$ cat src/pcs_pkg.sv
package pcs_pkg;
  // serial frame: 1 read flag, 7 address bits, 8 data bits, msb first
  localparam int FRAME_BITS = 16;
  localparam int HDR_BITS = 8;
  localparam logic [4:0] CNT_HDR = 5'h08;
  localparam logic [4:0] CNT_FRAME = 5'h10;
  // register offsets
  localparam logic [6:0] ADDR_MEAS = 7'h08;
  localparam logic [6:0] ADDR_OPMODE = 7'h09;
  localparam logic [6:0] ADDR_COMP = 7'h0b;
  // measurement_result_control fields
  localparam int MEAS_CODE_LSB = 0;
  localparam int MEAS_SEL_LSB = 5;
  localparam int MEAS_GO_BIT = 7;
  // operating_mode_control fields
  localparam int OPM_MODE_LSB = 0;
  localparam int OPM_RSTFN_BIT = 2;
  localparam int OPM_SDLVL_BIT = 3;
  // asperity_compression_setup fields
  localparam int COMP_GATE_BIT = 0;
  localparam int COMP_TAU_BIT = 1;
  localparam int COMP_THR_LSB = 2;
  // measure_select codes
  localparam logic [1:0] SEL_LOW_SPAN = 2'h0;
  localparam logic [1:0] SEL_TEMP = 2'h3;
  // power-mode codes
  localparam logic [1:0] PM_SLEEP = 2'h0;
  localparam logic [1:0] PM_STANDBY = 2'h1;
  localparam logic [1:0] PM_ACTIVE = 2'h2;
  localparam logic [1:0] PM_TEST = 2'h3;
  // fault report filter
  localparam int FAULT_CLASSES = 6;
  localparam logic [2:0] FILT_NONE = 3'h0;
  localparam logic [2:0] FILT_ALL = 3'h7;
  // reset values
  localparam logic [7:0] MEAS_RST = 8'h00;
  localparam logic [7:0] OPMODE_RST = 8'h00;
  localparam logic [7:0] COMP_RST = 8'h00;
  localparam logic [3:0] FCODE_RST = 4'h0;

  typedef struct packed {
    logic sclk_q;
    logic sen_q;
    logic [4:0] cnt;
    logic [15:0] shift;
    logic [7:0] rdsh;
    logic sdo;
    logic sdoe;
    logic [7:0] meas;
    logic [4:0] result;
    logic [7:0] opmode;
    logic [7:0] comp;
    logic dig_start;
    logic [3:0] fcode;
    logic flt_seen;
    logic fault_pin;
    logic protect;
    logic meas_low;
    logic meas_high;
    logic meas_temp;
    logic dummy;
    logic [3:0] pm_onehot;
    logic bias_on;
    logic lf_raise;
    logic cap_boost;
    logic [1:0] swing;
    logic extra_comp;
    logic det_shift;
    logic sink;
    logic ms_flag;
  } pcs_state_t;
endpackage

$ cat src/pcs_regs.sv
`timescale 1ns/1ns
`default_nettype none
// How it works
// - five-bit result is read-only in register
// - select code picks low, high span, temperature
// - digitize-go high requests a conversion
// - start on rise, clear result on fall
// - two-bit field picks sleep, standby, active, test
// - reset pin resets registers or selects dummy
// - gate bit lets fast pin steer passband
// - time-constant bit picks 700 or 70 ns
// - three-bit code picks compression threshold
// - test mode sinks fault line, flags multiples
// - fast pin switches reader bias during write
// - fast pin raises low corner to 8 MHz
// - boost bits add write boost and swing
// - write-current msb enables extra compensation
// - shift bit moves detector threshold span up
// - fault drives fault pin and latches code
// - pin follows fault, code stays latched
// - writing operating mode register clears code
// - masked faults still protect, no report
// - filter masks none, one class, or all
module pcs_regs
  import pcs_pkg::*;
(
  input wire logic CLK, // 25 MHz clock
  input wire logic RESET_N, // async reset, active low
  input wire logic SCLK, // serial clock
  input wire logic SEN, // serial enable, high in a frame
  input wire logic SDATA_IN, // serial data pin level
  output var logic SDATA_OUT, // serial data driven on read
  output var logic SDATA_OE, // high while driving serial data
  output var logic SDATA_5V, // read-back level select
  input wire logic ADC_DONE, // digitizer result valid pulse
  input wire logic [4:0] ADC_CODE, // digitizer raw code
  output var logic DIGITIZE_START, // one-cycle conversion start
  output var logic MEAS_LOW_SPAN, // low-span resistance chosen
  output var logic MEAS_HIGH_SPAN, // high-span resistance chosen
  output var logic MEAS_TEMP, // die temperature chosen
  input wire logic DUAL_USE_RESET_PIN, // dual-use reset pin
  output var logic DUMMY_HEAD_SEL, // dummy head in read
  output var logic POWER_SLEEP, // sleep mode
  output var logic POWER_STANDBY, // standby mode
  output var logic POWER_ACTIVE, // active or one-head servo write
  output var logic POWER_TEST, // test or two-head servo write
  input wire logic WRITE_MODE, // high in write mode
  input wire logic PASSBAND_FAST_PIN, // fast pin level
  input wire logic FAST_PIN_FUNCTION_SEL, // fast pin function
  input wire logic ASPERITY_COMPRESSION, // compression enabled
  output var logic READER_BIAS_ON, // reader bias generator on
  output var logic PASSBAND_LF_RAISE, // low corner to 8 MHz
  output var logic COMP_TIME_CONST_FAST, // 70 ns when high
  output var logic [2:0] COMPRESSION_THRESHOLD_CODE, // threshold
  input wire logic WRITE_CAP_BOOST, // capacitive boost bit
  input wire logic [1:0] WRITE_SWING_BOOST, // swing boost bits
  input wire logic WRITE_CURRENT_MSB, // write current msb
  output var logic CAP_BOOST_EN, // boost on transitions
  output var logic [1:0] SWING_BOOST_EN, // data swing increase
  output var logic EXTRA_COMP_EN, // extra driver compensation
  input wire logic DETECTOR_THRESHOLD_SHIFT, // shift bit
  output var logic DETECTOR_RANGE_HIGH, // detector span shifted
  input wire logic MULTI_SELECT_TEST_ENABLE, // test enable
  input wire logic DEVICE_SELECTED, // this device addressed
  input wire logic MULTIPLE_SELECT_DETECT, // fault line below ref
  output var logic FAULT_LINE_SINK, // sink test current
  output var logic MULTI_SELECT_FLAG, // more than one selected
  input wire logic [5:0] FAULT_EVENTS, // active fault classes
  input wire logic [2:0] FAULT_REPORT_FILTER, // report filter
  output var logic FAULT_PIN, // fault output pin level
  output var logic FAULT_PROTECT, // protective action request
  output var logic [3:0] LATCHED_FAULT_CODE // latched fault code
);
  // r is the registered state, n its next value
  pcs_state_t r, n;

  // read-back value of an address
  // unmapped addresses read as zero
  function automatic logic [7:0] rd_value(input pcs_state_t s,
                                          input logic [6:0] a);
    logic [7:0] v;
    v = 8'h00;
    if (a == ADDR_MEAS) begin
      v = {s.meas[7:5], s.result};
    end else if (a == ADDR_OPMODE) begin
      v = s.opmode;
    end else if (a == ADDR_COMP) begin
      v = s.comp;
    end
    return v;
  endfunction

  // next-state logic
  always_comb begin
    logic sclk_rise;
    logic sen_fall;
    logic [6:0] addr;
    logic [7:0] wdata;
    logic commit;
    logic [5:0] unmasked;
    logic [3:0] code;
    logic unm_any;
    logic go_old;
    logic go_new;
    logic tac_gate;
    sclk_rise = 1'b0;
    sen_fall = 1'b0;
    addr = 7'h00;
    wdata = 8'h00;
    commit = 1'b0;
    unmasked = 6'h00;
    code = 4'h0;
    unm_any = 1'b0;
    go_old = 1'b0;
    go_new = 1'b0;
    tac_gate = 1'b0;
    n = r;
    n.sclk_q = SCLK;
    n.sen_q = SEN;
    n.dig_start = 1'b0;
    sclk_rise = SCLK && !r.sclk_q;
    sen_fall = r.sen_q && !SEN;
    addr = r.shift[FRAME_BITS-2:HDR_BITS];
    wdata = r.shift[HDR_BITS-1:0];

    // serial shifter
    // a cut frame never reaches a full count
    // rises beyond a full frame are ignored
    if (!SEN) begin
      n.cnt = 5'h00;
      n.sdoe = 1'b0;
    end else if (sclk_rise && r.cnt != CNT_FRAME) begin
      n.shift = {r.shift[FRAME_BITS-2:0], SDATA_IN};
      n.cnt = r.cnt + 5'h01;
      // read data leaves msb first, one bit per rise
      if (r.sdoe) begin
        n.sdo = r.rdsh[7];
        n.rdsh = {r.rdsh[6:0], 1'b0};
      end
      // header done: read frames turn the pin round
      if (r.cnt == CNT_HDR - 5'h01 && r.shift[HDR_BITS-2]) begin
        n.rdsh = rd_value(r, {r.shift[HDR_BITS-3:0], SDATA_IN});
        n.sdoe = 1'b1;
      end
    end

    // a read frame never commits
    // commit on frame end
    commit = sen_fall && r.cnt == CNT_FRAME && !r.shift[FRAME_BITS-1];
    // go bit before and after this commit
    go_old = r.meas[MEAS_GO_BIT];
    go_new = go_old;
    if (commit) begin
      if (addr == ADDR_MEAS) begin
        n.meas = {wdata[7:5], 5'h00};
        go_new = wdata[MEAS_GO_BIT];
      end else if (addr == ADDR_OPMODE) begin
        n.opmode = wdata;
      end else if (addr == ADDR_COMP) begin
        n.comp = wdata;
      end
    end

    if (go_new && !go_old) begin
      n.dig_start = 1'b1;
    end
    // result only loads while a conversion is asked for
    // result cleared on fall
    if (!go_new && go_old) begin
      n.result = 5'h00;
    end else if (ADC_DONE && go_old) begin
      n.result = ADC_CODE;
    end

    // class i is masked by filter code i+1
    // filter masks classes
    for (int i = 0; i < FAULT_CLASSES; i++) begin
      unmasked[i] = FAULT_EVENTS[i]
                    && FAULT_REPORT_FILTER != FILT_ALL
                    && FAULT_REPORT_FILTER != 3'(i + 1);
    end
    // lowest class wins when several rise together
    for (int i = FAULT_CLASSES - 1; i >= 0; i--) begin
      if (unmasked[i]) begin
        code = 4'(i + 1);
      end
    end
    unm_any = |unmasked;
    n.protect = |FAULT_EVENTS;
    // pin low in read, high in write
    n.fault_pin = WRITE_MODE ? unm_any : !unm_any;
    n.flt_seen = unm_any;
    // opmode write clears code, new fault wins
    if (commit && addr == ADDR_OPMODE) begin
      n.fcode = FCODE_RST;
    end
    // the code survives the fault going away
    // latch code on new fault
    if (unm_any && !r.flt_seen) begin
      n.fcode = code;
    end

    // a held pin keeps the registers clear each cycle
    // pin resets serial registers
    if (!r.opmode[OPM_RSTFN_BIT] && !DUAL_USE_RESET_PIN) begin
      n.meas = MEAS_RST;
      n.opmode = OPMODE_RST;
      n.comp = COMP_RST;
      n.result = 5'h00;
      n.fcode = FCODE_RST;
      n.dig_start = 1'b0;
    end
    n.dummy = r.opmode[OPM_RSTFN_BIT] && DUAL_USE_RESET_PIN;

    // decodes read the stored fields, one cycle behind
    // measurement decode
    n.meas_low = r.meas[MEAS_SEL_LSB+:2] == SEL_LOW_SPAN;
    n.meas_temp = r.meas[MEAS_SEL_LSB+:2] == SEL_TEMP;
    n.meas_high = !n.meas_low && !n.meas_temp;

    // exactly one power line is high
    // power mode decode
    n.pm_onehot = 4'h0;
    case (r.opmode[OPM_MODE_LSB+:2])
      PM_SLEEP: n.pm_onehot[0] = 1'b1;
      PM_STANDBY: n.pm_onehot[1] = 1'b1;
      PM_ACTIVE: n.pm_onehot[2] = 1'b1;
      default: n.pm_onehot[3] = 1'b1;
    endcase

    // reader bias off in write if fast pin high
    n.bias_on = !(WRITE_MODE && !FAST_PIN_FUNCTION_SEL
                  && PASSBAND_FAST_PIN);
    // bias stays on outside write or in passband use
    // gate matters while compression enabled
    tac_gate = !ASPERITY_COMPRESSION || r.comp[COMP_GATE_BIT];
    n.lf_raise = FAST_PIN_FUNCTION_SEL && PASSBAND_FAST_PIN && tac_gate;

    // settings from other registers pass one register
    // write boost bits
    n.cap_boost = WRITE_CAP_BOOST;
    n.swing = WRITE_SWING_BOOST;
    n.extra_comp = WRITE_CURRENT_MSB;
    n.det_shift = DETECTOR_THRESHOLD_SHIFT;
    n.sink = MULTI_SELECT_TEST_ENABLE && DEVICE_SELECTED;
    n.ms_flag = MULTI_SELECT_TEST_ENABLE && MULTIPLE_SELECT_DETECT;
  end

  // state register
  // reset leaves read-mode idle fault pin, sleep, low span
  always_ff @(posedge CLK or negedge RESET_N) begin
    if (!RESET_N) begin
      r <= '{meas: MEAS_RST, opmode: OPMODE_RST, comp: COMP_RST,
             fcode: FCODE_RST, fault_pin: 1'b1, meas_low: 1'b1,
             pm_onehot: 4'h1, bias_on: 1'b1, default: '0};
    end else begin
      r <= n;
    end
  end

  // outputs straight from the state register
  // no output is combinational
  assign SDATA_OUT = r.sdo;
  assign SDATA_OE = r.sdoe;
  assign SDATA_5V = r.opmode[OPM_SDLVL_BIT];
  assign DIGITIZE_START = r.dig_start;
  assign MEAS_LOW_SPAN = r.meas_low;
  assign MEAS_HIGH_SPAN = r.meas_high;
  assign MEAS_TEMP = r.meas_temp;
  assign DUMMY_HEAD_SEL = r.dummy;
  assign POWER_SLEEP = r.pm_onehot[0];
  assign POWER_STANDBY = r.pm_onehot[1];
  assign POWER_ACTIVE = r.pm_onehot[2];
  assign POWER_TEST = r.pm_onehot[3];
  assign READER_BIAS_ON = r.bias_on;
  assign PASSBAND_LF_RAISE = r.lf_raise;
  // compression fields go out as stored
  // time-constant select
  assign COMP_TIME_CONST_FAST = r.comp[COMP_TAU_BIT];
  assign COMPRESSION_THRESHOLD_CODE = r.comp[COMP_THR_LSB+:3];
  assign CAP_BOOST_EN = r.cap_boost;
  assign SWING_BOOST_EN = r.swing;
  assign EXTRA_COMP_EN = r.extra_comp;
  assign DETECTOR_RANGE_HIGH = r.det_shift;
  assign FAULT_LINE_SINK = r.sink;
  assign MULTI_SELECT_FLAG = r.ms_flag;
  assign FAULT_PIN = r.fault_pin;
  assign FAULT_PROTECT = r.protect;
  assign LATCHED_FAULT_CODE = r.fcode;
endmodule
`default_nettype wire

$ cat config.mk
export PLATFORM = sky130hd
export DESIGN_NAME = pcs_regs
export DESIGN_NICKNAME = d
export VERILOG_FILES = /design/src/pcs_pkg.sv /design/src/pcs_regs.sv
export SDC_FILE = /design/constraint.sdc
export NUM_CORES = 1
export LEC_CHECK = 0
export BUFFER_PORTS_ARGS = -buffer_cell sky130_fd_sc_hd__buf_4
export CAP_MARGIN = 20
export CORE_ASPECT_RATIO = 2
export CORE_MARGIN = 2
export CORE_UTILIZATION = 40
export CTS_CLUSTER_SIZE = 25
export DETAILED_ROUTE_END_ITERATION = 10
export GPL_ROUTABILITY_DRIVEN = 0
export PLACE_DENSITY = 0.61
export REMOVE_ABC_BUFFERS = 1
export SETUP_SLACK_MARGIN = 0.1
export SLEW_MARGIN = 20
export SYNTH_ARGS = -nofsm -noshare
export SYNTH_HDL_FRONTEND = slang
export SYNTH_SLANG_ARGS = --single-unit
$ cat constraint.sdc
create_clock -name CLK -period 2.1 [get_ports CLK]
set_input_delay 0.21 -clock CLK [delete_from_list [all_inputs] [get_ports CLK]]
set_output_delay 0.21 -clock CLK [all_outputs]
set_load 0.01 [all_outputs]
After elaboration in Yosys (flattened, before gate mapping):

Cells that the tools add are included.

* output and inout port bits: 31
* input bits: 33
* register bits: 87

* muxes and demuxes: 35
* reduce and logical (&&, ||, !) cells: 66
* equality and inequality tests: 23
* add/sub/neg operators: 1

Operator list (count)
* $mux W8: 9
* $eq A7 B4 Y1 const B: 6
* $mux W34: 1
* $logic_and A1 B1 Y1: 32
* $mux W16: 2
* $mux W31: 1
* $mux W4: 7
* $mux W5: 3
* $logic_not A1 Y1: 14
* $ne A3 B3 Y1 const B: 4
* $reduce_or A6 Y1: 2
* $mux W1: 10
* $reduce_bool A2 Y1: 5
* $mux W9: 1
* $reduce_and A3 Y1: 3
* $ne A2 B1 Y1 const B: 4
* $ne A3 B2 Y1 const B: 2
* $reduce_and A2 Y1: 3
* $reduce_bool A3 Y1: 2
* $add A5 B1 Y5 const B: 1
* $eq A5 B3 Y1 const B: 1
* $eq A5 B5 Y1 const B: 1
* $ne A5 B5 Y1 const B: 1
* $eq A2 B2 Y1 const B: 2
* 7 further kinds: 8

Depth between registers and ports, before layout:

Gate-level depths: netlist (run 1).

* depth after elaboration: 11
* gate-level depth with buffers: 8
* mapped depth without buffers: 7

Least setup slack after synthesis (run 1):

OpenSTA, ideal clock, no wires.

* path type: reg2reg
* from: register r[80] (netlist name)
* to: register r[64] (netlist name)
* buffers on the path: 1
* path slack: 0.396 ns
* cell stages (with the launch flop): 7
* arrival time: 1.579 ns
* cells stage by stage: dfrtp_1 inv_1 ha_1 and4bb_2 nand3b_4 buf_2 mux2_2

* longest elaborated chain between the ends: 3

Ends and longest elaborated chain
* from (decl): line pcs_regs.sv:75 `pcs_state_t r, n;`
* from (signal assigned): line pcs_regs.sv:253 `r <= '{meas: MEAS_RST, opmode: OPMODE_RST, comp: COMP_RST,`
* from (signal assigned): line pcs_regs.sv:257 `r <= n;`
* $ne A5 B5 Y1: line pcs_regs.sv:132 `end else if (sclk_rise && r.cnt != CNT_FRAME) begin`
* $logic_and A1 B1 Y1: line pcs_regs.sv:132
* $reduce_and A2 Y1 (no line)

Every way passes these cells.
A chain may end at the register's enable or synchronous reset.

Worst setup path in the final report (run 1):

* from: register r[80] (netlist name)
* to: register r[61] (netlist name)

* longest elaborated chain between the ends: 4
* elaborated cells on any way between the ends: 7
* classes of those cells: eq/ne: 2; mux: 1; reduce/logical: 4

Ends and longest elaborated chain
* $eq A5 B3 Y1: line pcs_regs.sv:141 `if (r.cnt == CNT_HDR - 5'h01 && r.shift[HDR_BITS-2]) begin`
* $logic_and A1 B1 Y1: line pcs_regs.sv:141
* $reduce_bool A2 Y1 (no line)
* $reduce_and A3 Y1 (no line)

Several ways; a longest one is shown, not always the timed one.

==> reports/metrics.yaml, run 1 <==
leakagePower_uw: 0.002220
cp-start-kind: "flip-flop"
start_util: 0.4121
grtUsageTotal: 0.1808
required_ns: 2.29
coreArea_sq_um: 9012
clkTransAtPathRegs_ns: 0.06
synth-edff-count: 0
cts_inserted_buffers: 9
async_reset_ff_frac: 1.000
n_fill_cell: 837
synthTopCellsByArea: "dfrtp_1 (52%), mux2_2 (7.9%), mux2i_1 (5.1%)"
worstSetupEndpointType: "flip-flop"
drc: 0
status: "finished clean"
viasPerCell: 5.301
regArea_sq_um: 2032
synthesis.area_sq_um: 3714
dieArea_sq_um: 10120
drv_slew: 0
powerDensity_nw_per_um2: 801.1
fin_crit_sh: 0.8995
finalClockSkew_ns: 0.005926
syn_inst: 326
postRouteAntennaNets: 0
rsz0062_at_grt: "no"
grt-ovfl-total: 0
holdPathStages: 2
grt_max_degree: 49
ir_drop_mv: 0.4850
wl_per_cell_um: 16.77
syn2layout_area_growth_pct: 23.25
synth_area_per_cell_sq_um: 11.39
cts-root-buf: "clkbuf_16"
setup_viol: 0
synth_top_area_share: 0.5189
ys_warn_count: 0
antennaDiodeCount: 0
final.min_clock_period_ns: 1.889
finalHoldViolations: 0
rows: 49
die_x_um: 72.13
fin_setup_tns_ns: 0
nNetsFinal: 431
dp_hpwl_um: 6230
path_class: "flip-flop to flip-flop"
maxCapViolCount: 0
synth_top_area_cell: "dfrtp_1"
portBuffers: 62
clock_latency_ns: 0.34
firstDrtPassIters: 4
worst_pin_slew_ns: 0.6393
fin_cells: 501
tritoncts: "yes"
routed_wirelength_um: 8400
slew_headroom: 0.5738
yosysUniqueCellTypes: 48
multiInputGateArea_sq_um: 1525
io_pins: 64
clock_tree.buffer_depth: 2
hold_slack_ns: 0.02563
ys_seq_area_frac: 0.5472
ys_ff_latch: 81
worst-path-max-fanout: 9
cts.sinks: 81
final_util: 0.5078
synthFlopType: "dfrtp_1"
clock.fmax_ghz: 0.5294
r2r_cells: 7
hold_class: "input pin to flip-flop"
drt_iter0_drc: 191
vias: 2656
placed_cells: 478
drive_gt1_frac: 0.3133
rrSetupSlack_ns: 0.21
p_total_uw: 3667
grt_pass1_wl_um: 13950
grt_pass1_vias: 2826
antenna_found_initial: 0
htreeDepth: 3
arrival_ns: 2.08
die_h_um: 140.3
[state kept, by name, indices dropped and copies added, names as in the netlist, 2 cells and up]
register                    cells
COMPRESSION_THRESHOLD_CODE      3
LATCHED_FAULT_CODE              3
SWING_BOOST_EN                  2
r                              51
[critical path, stage by stage, from the launching register on]
cell,delay [ns]
dfrtp_1,0.37
inv_1,0.08
ha_1,0.19
and4bb_2,0.25
nor2b_1,0.24
nand3_2,0.24
a22oi_1,0.27
o21ai_0,0.11
[report_power, final]
group / total (uW) / leakage, uW / internal (uW) / switching, uW
clock network: 1410 / 0.000136 / 824 / 584
registers: 1840 / 0.00106 / 1680 / 162
logic: 416 / 0.00102 / 233 / 183
[layer usage]
metal | part of all wire | global-route usage
met1 | 0.36 | 0.1854
met2 | 0.60 | 0.3423
met3 | 0.027 | 0.03669
met4 | 0.017 | 0.07150
met5 | 0 | 0
[synthesized netlist by cell type, types with 8 or more instances]
library cell	count
nand2_1	26
nand3_1	14
buf_4	9
and2_1	8
mux2i_1	19
o21ai_0	12
nor2_1	29
a22oi_1	8
dfrtp_1	77
a21oi_1	11
mux2_2	26
inv_1	8
[kinds of logic after synthesis]
| family | synth area share |
|---|---|
| fa+ha+maj | 0.01348 |
| xor+xnor | 0.01179 |
| simple gates | 0.1600 |
| flops | 0.5472 |
| compound gates | 0.09333 |
| other cells | 0.001010 |
| buf+inv | 0.04312 |
| mux | 0.1301 |
[path summary, 6_finish.rpt]
path | startpoint | to
setup / recovery | r[80]$_DFFE_PN0P_ | r[61]$_DFFE_PN0P_
hold / removal | WRITE_MODE | FAULT_PIN$_DFF_PN1_
setup reg to reg | r[80]$_DFFE_PN0P_ | r[61]$_DFFE_PN0P_
hold reg to reg | r[63]$_DFFE_PN0P_ | r[63]$_DFFE_PN0P_
max in group asynchronous | RESET_N | MEAS_LOW_SPAN$_DFF_PN1_
min in group asynchronous | RESET_N | PASSBAND_LF_RAISE$_DFF_PN0_
[cell type report]
type,instances,share of cell area
repair buffers,77,0.1301
inverters,8,0.006561
flip-flops and latches,81,0.4440
multi-input cells,217,0.3332
clock inverters,4,0.004374
well taps,102,0.02788
clock buffers,12,0.05385
[what timing repair did]
action / in CTS / in global routing
hold buffers: 7 / 0
endpoints found under the hold margin: 48 / 0
buffers inserted: 0 / 0
endpoints found under the setup margin: 0 / 8
resized for setup: 0 / 1
[cells in the final DEF (no fill, tap or decap), types with 2 or more instances in the layout]
master	Yosys	layout
clkbuf_16	0	9
a22oi_1	8	8
clkinv_2	0	4
mux2_2	26	26
nand3_1	14	14
buf_4	9	70
nor4_1	3	3
dfstp_2	4	4
o21bai_1	4	3
nand3b_1	3	3
dfrtp_1	77	77
nor3b_1	2	2
nand2_1	26	26
xnor2_1	4	4
ha_1	4	4
nor3_1	3	3
mux2i_1	19	19
a22o_1	7	7
nor2b_1	6	6
o31ai_1	2	2
dlygate4sd3_1	0	7
inv_1	8	8
clkbuf_1	3	2
o21ai_0	12	12
a21oi_1	11	11
nand2b_1	4	4
a31oi_1	4	4
and2_1	8	8
nor2_1	29	29
[through the flow]
stage               setup slack (ns)  area [sq um]
CTS                           0.1936          4573
finish                        0.2111          4577
global route                  0.1071          4577
detailed placement            0.2148          4237
floorplan                     0.2701          3583
global placement              0.2677          4237
Power figures use the tool's default switching activity.
==> run 2, diff against run 1 <==
--- a/config.mk
+++ b/config.mk
@@ -10,9 +10,11 @@
 export CORE_ASPECT_RATIO = 2
 export CORE_MARGIN = 2
 export CORE_UTILIZATION = 40
+export CTS_BUF_LIST = sky130_fd_sc_hd__clkbuf_16
 export CTS_CLUSTER_SIZE = 25
 export DETAILED_ROUTE_END_ITERATION = 10
 export GPL_ROUTABILITY_DRIVEN = 0
+export HOLD_SLACK_MARGIN = 0.12
 export PLACE_DENSITY = 0.61
 export REMOVE_ABC_BUFFERS = 1
 export SETUP_SLACK_MARGIN = 0.1
==> reports/metrics.yaml, run 2 (synthesized netlist as in run 1, its figures left out) <==
status: "finished clean"
final_cell_mix: "dfrtp_1 (77), buf_4 (70), nor2_1 (29), nand2_1 (26), mux2_2 (26)"
drt_iter0_drc: 188  # -1.6%
cp-start-kind: "input pin"
syn2layout_area_growth_pct: 26.42
worst-path-max-fanout: 11  # +2
rows: 49  # unchanged
cts_inserted_buffers: 9  # unchanged
arrival_ns: 2.13  # +0.05 ns
finalHoldViolations: 0  # unchanged
fin_setup_tns_ns: 0  # unchanged
rsz0062_at_grt: "no"
layout_commonest_cell: "dfrtp_1"
start_util: 0.4121  # unchanged
slew_headroom: 0.5791  # +0.005308
dp_hpwl_um: 6230  # unchanged
p_total_uw: 3634  # -0.89%
grt_pass1_wl_um: 14110  # +1.1%
die_h_um: 140.3  # unchanged
path_class: "input pin to flip-flop"
cts-root-buf: "clkbuf_16"
fin_cells: 513  # +2.4%
required_ns: 2.32  # +0.03 ns
drc: 0  # unchanged
tritoncts: "yes"
ir_drop_mv: 0.4819  # -0.65%
clock_latency_ns: 0.34  # about the same
grtUsageTotal: 0.1829  # +0.002080
leakagePower_uw: 0.002276  # +2.5%
cts.sinks: 81  # unchanged
finalClockSkew_ns: 0.004951  # -0.0009742 ns
worst_pin_slew_ns: 0.6313  # -0.007962 ns
largest_register: "r"
wl_per_cell_um: 16.54  # -1.4%
largest_register_ffs: 51  # unchanged
gr-usage-met3: 0.03597  # -0.0007194
cts_setup_buffers: 0  # unchanged
clock.fmax_ghz: 0.5230  # -1.2%
fin_crit_sh: 0.9106  # +0.01106
io_pins: 64  # unchanged
clock_tree.buffer_depth: 2  # unchanged
globalRoute.busiestLayer: "met2"
pre_cts_slack_ns: 0.2148  # unchanged
use_met1: 0.1864  # +0.0009782
maxCapViolCount: 0  # unchanged
grt_max_degree: 49  # unchanged
drive_gt1_frac: 0.3017  # -0.01158
postRouteAntennaNets: 0  # unchanged
nNetsFinal: 443  # +2.8%
final_util: 0.5209  # +0.01305
grt_pass1_vias: 2834  # +0.28%
antennaDiodeCount: 0  # unchanged
powerDensity_nw_per_um2: 774.1  # -3.4%
viasPerCell: 5.296  # about the same
gr-usage-met2: 0.3486  # +0.006277
portBuffers: 62  # unchanged
final.min_clock_period_ns: 1.912  # +0.02322 ns
antenna_found_initial: 0  # unchanged
coreArea_sq_um: 9012  # unchanged
placed_cells: 478  # unchanged
htreeDepth: 3  # unchanged
firstDrtPassIters: 4  # unchanged
dieArea_sq_um: 10120  # unchanged
hold_class: "input pin to flip-flop"
setup_ws_ns: 0.1878  # -0.02322 ns
setup_viol: 0  # unchanged
die_x_um: 72.13  # unchanged
vias: 2717  # +2.3%
drv_slew: 0  # unchanged
clkTransAtPathRegs_ns: 0.05  # about the same
routed_wirelength_um: 8485  # +1.0%
worstSetupEndpointType: "flip-flop"
grt-ovfl-total: 0  # unchanged
-- run 2: cell types whose count changed in the layout (fill, tap and decap cells not counted), sizes merged --
cell	delta
clkbuf	-3
clkinv	+1
inv	+2
dlygate4sd3	+12
-- run 2: stage by stage --
stage	instance area, sq um	hold WS [ns]
after floorplan	3583	-0.08559
after global placement	4237	0.2683
after detailed placement	4237	0.2754
after CTS	4683	0.1399
after global routing	4695	0.1594
final	4695	0.1444
-- run 2: worst paths after layout --
kind	from	slack, ns	to	depth (start not counted)
max	SEN	0.19	LATCHED_FAULT_CODE[0]$_DFFE_PN0P_	7
min	FAULT_EVENTS[3]	0.14	FAULT_PROTECT$_DFF_PN0_	3
max reg2reg	r[80]$_DFFE_PN0P_	0.22	r[61]$_DFFE_PN0P_	7
min reg2reg	r[63]$_DFFE_PN0P_	0.48	r[63]$_DFFE_PN0P_	2
max in group asynchronous	RESET_N	0.96	DIGITIZE_START$_DFF_PN0_	3
min in group asynchronous	RESET_N	0.43	PASSBAND_LF_RAISE$_DFF_PN0_	2
-- run 2: routing by layer --
| layer | vias up | wire length (um) |
|---|---|---|
| met4 | 0 | 157 |
| met3 | 11 | 217 |
| met2 | 46 | 5122 |
| met1 | 1369 | 2988 |
| met5 | - | 0 |
| li1 | 1291 | - |
-- run 2: area by class of cell --
cell class              instances  area [sq um]
repair buffers                 89         715.7
well taps                     102         127.6
clock buffers                   9         225.2
clock inverters                 7         31.28
inverters                       8         30.03
flip-flops and latches         81          2032
fillers                       830          4318
multi-input cells             217          1533
-- run 2: critical path, cell delays in order --
cell	delay, ns
dlygate4sd3_1	0.54
buf_4	0.19
nor4b_4	0.32
and4b_4	0.30
nand2_2	0.11
and3_1	0.21
mux2_2	0.25
-- run 2: what timing repair did --
action                                  4_1_cts  5_1_grt
endpoints found under the setup margin        0       11
hold buffers                                 19        0
endpoints found under the hold margin        56        0
gates resized for setup                       0        2
-- run 2: report_power, final --
part           switching (uW)  total (uW)  internal (uW)
Combinational             185         432            247
Clock                     581        1360            777
Sequential                162        1840           1680
Total                     929        3630           2710
==> run 3, diff against run 2 <==
--- a/config.mk
+++ b/config.mk
@@ -10,7 +10,6 @@
 export CORE_ASPECT_RATIO = 2
 export CORE_MARGIN = 2
 export CORE_UTILIZATION = 40
-export CTS_BUF_LIST = sky130_fd_sc_hd__clkbuf_16
 export CTS_CLUSTER_SIZE = 25
 export DETAILED_ROUTE_END_ITERATION = 10
 export GPL_ROUTABILITY_DRIVEN = 0
==> reports/metrics.yaml, run 3 (synthesized netlist as in run 1, its figures left out) <==
postRouteAntennaNets: 0  # unchanged
clock_tree.buffer_depth: 2  # unchanged
slew_headroom: 0.5810  # +0.001869
rsz0062_at_grt: "no"
cts-root-buf: "clkbuf_16"
maxCapViolCount: 0  # unchanged
final_cell_mix: "dfrtp_1 (77), buf_4 (70), nor2_1 (29), nand2_1 (26), mux2_2 (26)"
die_x_um: 72.13  # unchanged
worst-path-max-fanout: 11  # unchanged
leakagePower_uw: 0.002273  # -0.12%
nNetsFinal: 443  # unchanged
cts_inserted_buffers: 9  # unchanged
htreeDepth: 3  # unchanged
n_fill_cell: 828  # -0.24%
finalClockSkew_ns: 0.005130  # +0.0001789 ns
cp-start-kind: "input pin"
vias: 2688  # -1.1%
drive_gt1_frac: 0.3041  # +0.002433
tritoncts: "yes"
p_total_uw: 3684  # +1.4%
start_util: 0.4121  # unchanged
multiInputGateArea_sq_um: 1533  # unchanged
largest_register_ffs: 51  # unchanged
clock_latency_ns: 0.34  # about the same
max_stage_delay_ns: 0.54  # about the same
grt_max_degree: 49  # unchanged
dieArea_sq_um: 10120  # unchanged
clkTransAtPathRegs_ns: 0.05  # about the same
drc: 0  # unchanged
route.layer.met1.wl_um: 3014  # +0.87%
die_h_um: 140.3  # unchanged
path_class: "input pin to flip-flop"
status: "finished clean"
grt-ovfl-total: 0  # unchanged
drv_slew: 0  # unchanged
antennaDiodeCount: 0  # unchanged
syn2layout_area_growth_pct: 26.68
drt_iter0_drc: 181  # -3.7%
regArea_sq_um: 2032  # unchanged
wl_per_cell_um: 16.55  # about the same
routed-wl-met2_um: 5118  # about the same
final.min_clock_period_ns: 1.912  # -0.0003220 ns
required_ns: 2.32  # about the same
largest_register: "r"
layout_commonest_cell: "dfrtp_1"
firstDrtPassIters: 4  # unchanged
rows: 49  # unchanged
viasPerCell: 5.240  # -1.1%
cp_slowest_cell: "dlygate4sd3_1"
grt_pass1_wl_um: 14080  # -0.20%
setup_viol: 0  # unchanged
cts_setup_buffers: 0  # unchanged
ir_drop_mv: 0.4804  # -0.31%
worstSetupEndpointType: "flip-flop"
hold_class: "input pin to flip-flop"
dp_hpwl_um: 6230  # unchanged
dr_wl_met3_um: 209  # -3.7%
grtUsageTotal: 0.1825  # -0.0003350
portBuffers: 62  # unchanged
fin_setup_tns_ns: 0  # unchanged
clock.fmax_ghz: 0.5231  # about the same
arrival_ns: 2.13  # about the same
routed_wirelength_um: 8488  # about the same
fin_crit_sh: 0.9104  # about the same
powerDensity_nw_per_um2: 783.1  # +1.2%
cp_cell_sequence: "dlygate4sd3_1 > buf_4 > nor4b_4 > and4b_4 > nand2_2 > and3_1 > mux2_2"
finalHoldViolations: 0  # unchanged
worst_pin_slew_ns: 0.6285  # -0.002803 ns
coreArea_sq_um: 9012  # unchanged
io_pins: 64  # unchanged
antenna_found_initial: 0  # unchanged
routed.top_layer: "met4"
grt_pass1_vias: 2839  # +0.18%
cts.sinks: 81  # unchanged
run 3: what timing repair did:
item                                   in CTS  in global routing
setup endpoints to repair                   0                 12
endpoints found under the hold margin      56                  0
gates resized for setup                     0                  2
hold buffers                               19                  0
run 3: layout make-up:
cell class	instances	area share
clock buffer	12	0.05239
timing repair buffer	89	0.1521
tap	102	0.02713
inverter	8	0.006383
sequential	81	0.4319
multi-input combinational	217	0.3258
clock inverter	4	0.004255
run 3: per-layer routing:
metal,up-vias,track usage
li1,1290,-
met1,1345,0.1863
met2,44,0.3477
met3,9,0.03597
met4,0,0.07150
met5,-,0
run 3: power breakdown:
part	internal, uW	switching [uW]
logic	247	185
registers	1680	161
clock network	824	586
total	2750	932
run 3: path summary, 6_finish.rpt:
path,end,start,slack (ns),depth (start not counted)
worst max-delay path,LATCHED_FAULT_CODE[0]$_DFFE_PN0P_,SEN,0.19,7
worst min-delay path,FAULT_PROTECT$_DFF_PN0_,FAULT_EVENTS[3],0.14,3
worst max register to register,r[61]$_DFFE_PN0P_,r[80]$_DFFE_PN0P_,0.21,7
worst min register to register,r[63]$_DFFE_PN0P_,r[63]$_DFFE_PN0P_,0.48,2
max in group asynchronous,MEAS_LOW_SPAN$_DFF_PN1_,RESET_N,0.96,3
min in group asynchronous,PASSBAND_LF_RAISE$_DFF_PN0_,RESET_N,0.43,2
run 3: critical path, delay by kind of cell:
kind | cells | cell delay, ns
AND/OR/NAND/NOR | 4 | 0.94
buffers and inverters | 2 | 0.73
multiplexers | 1 | 0.25
run 3: metrics by stage:
step	utilization	worst slack, ns	instance area [sq um]	std cells	hold WS, ns
6_report	0.5220	0.1882	4705	513	0.1442
5_1_grt	0.5220	0.1071	4705	513	0.1597
4_1_cts	0.5208	0.1476	4693	513	0.1397
3_5_place_dp	0.4701	0.2148	4237	478	0.2754
3_3_place_gp	0.4701	0.2677	4237	478	0.2683
2_1_floorplan	-	0.2701	3583	306	-0.08559
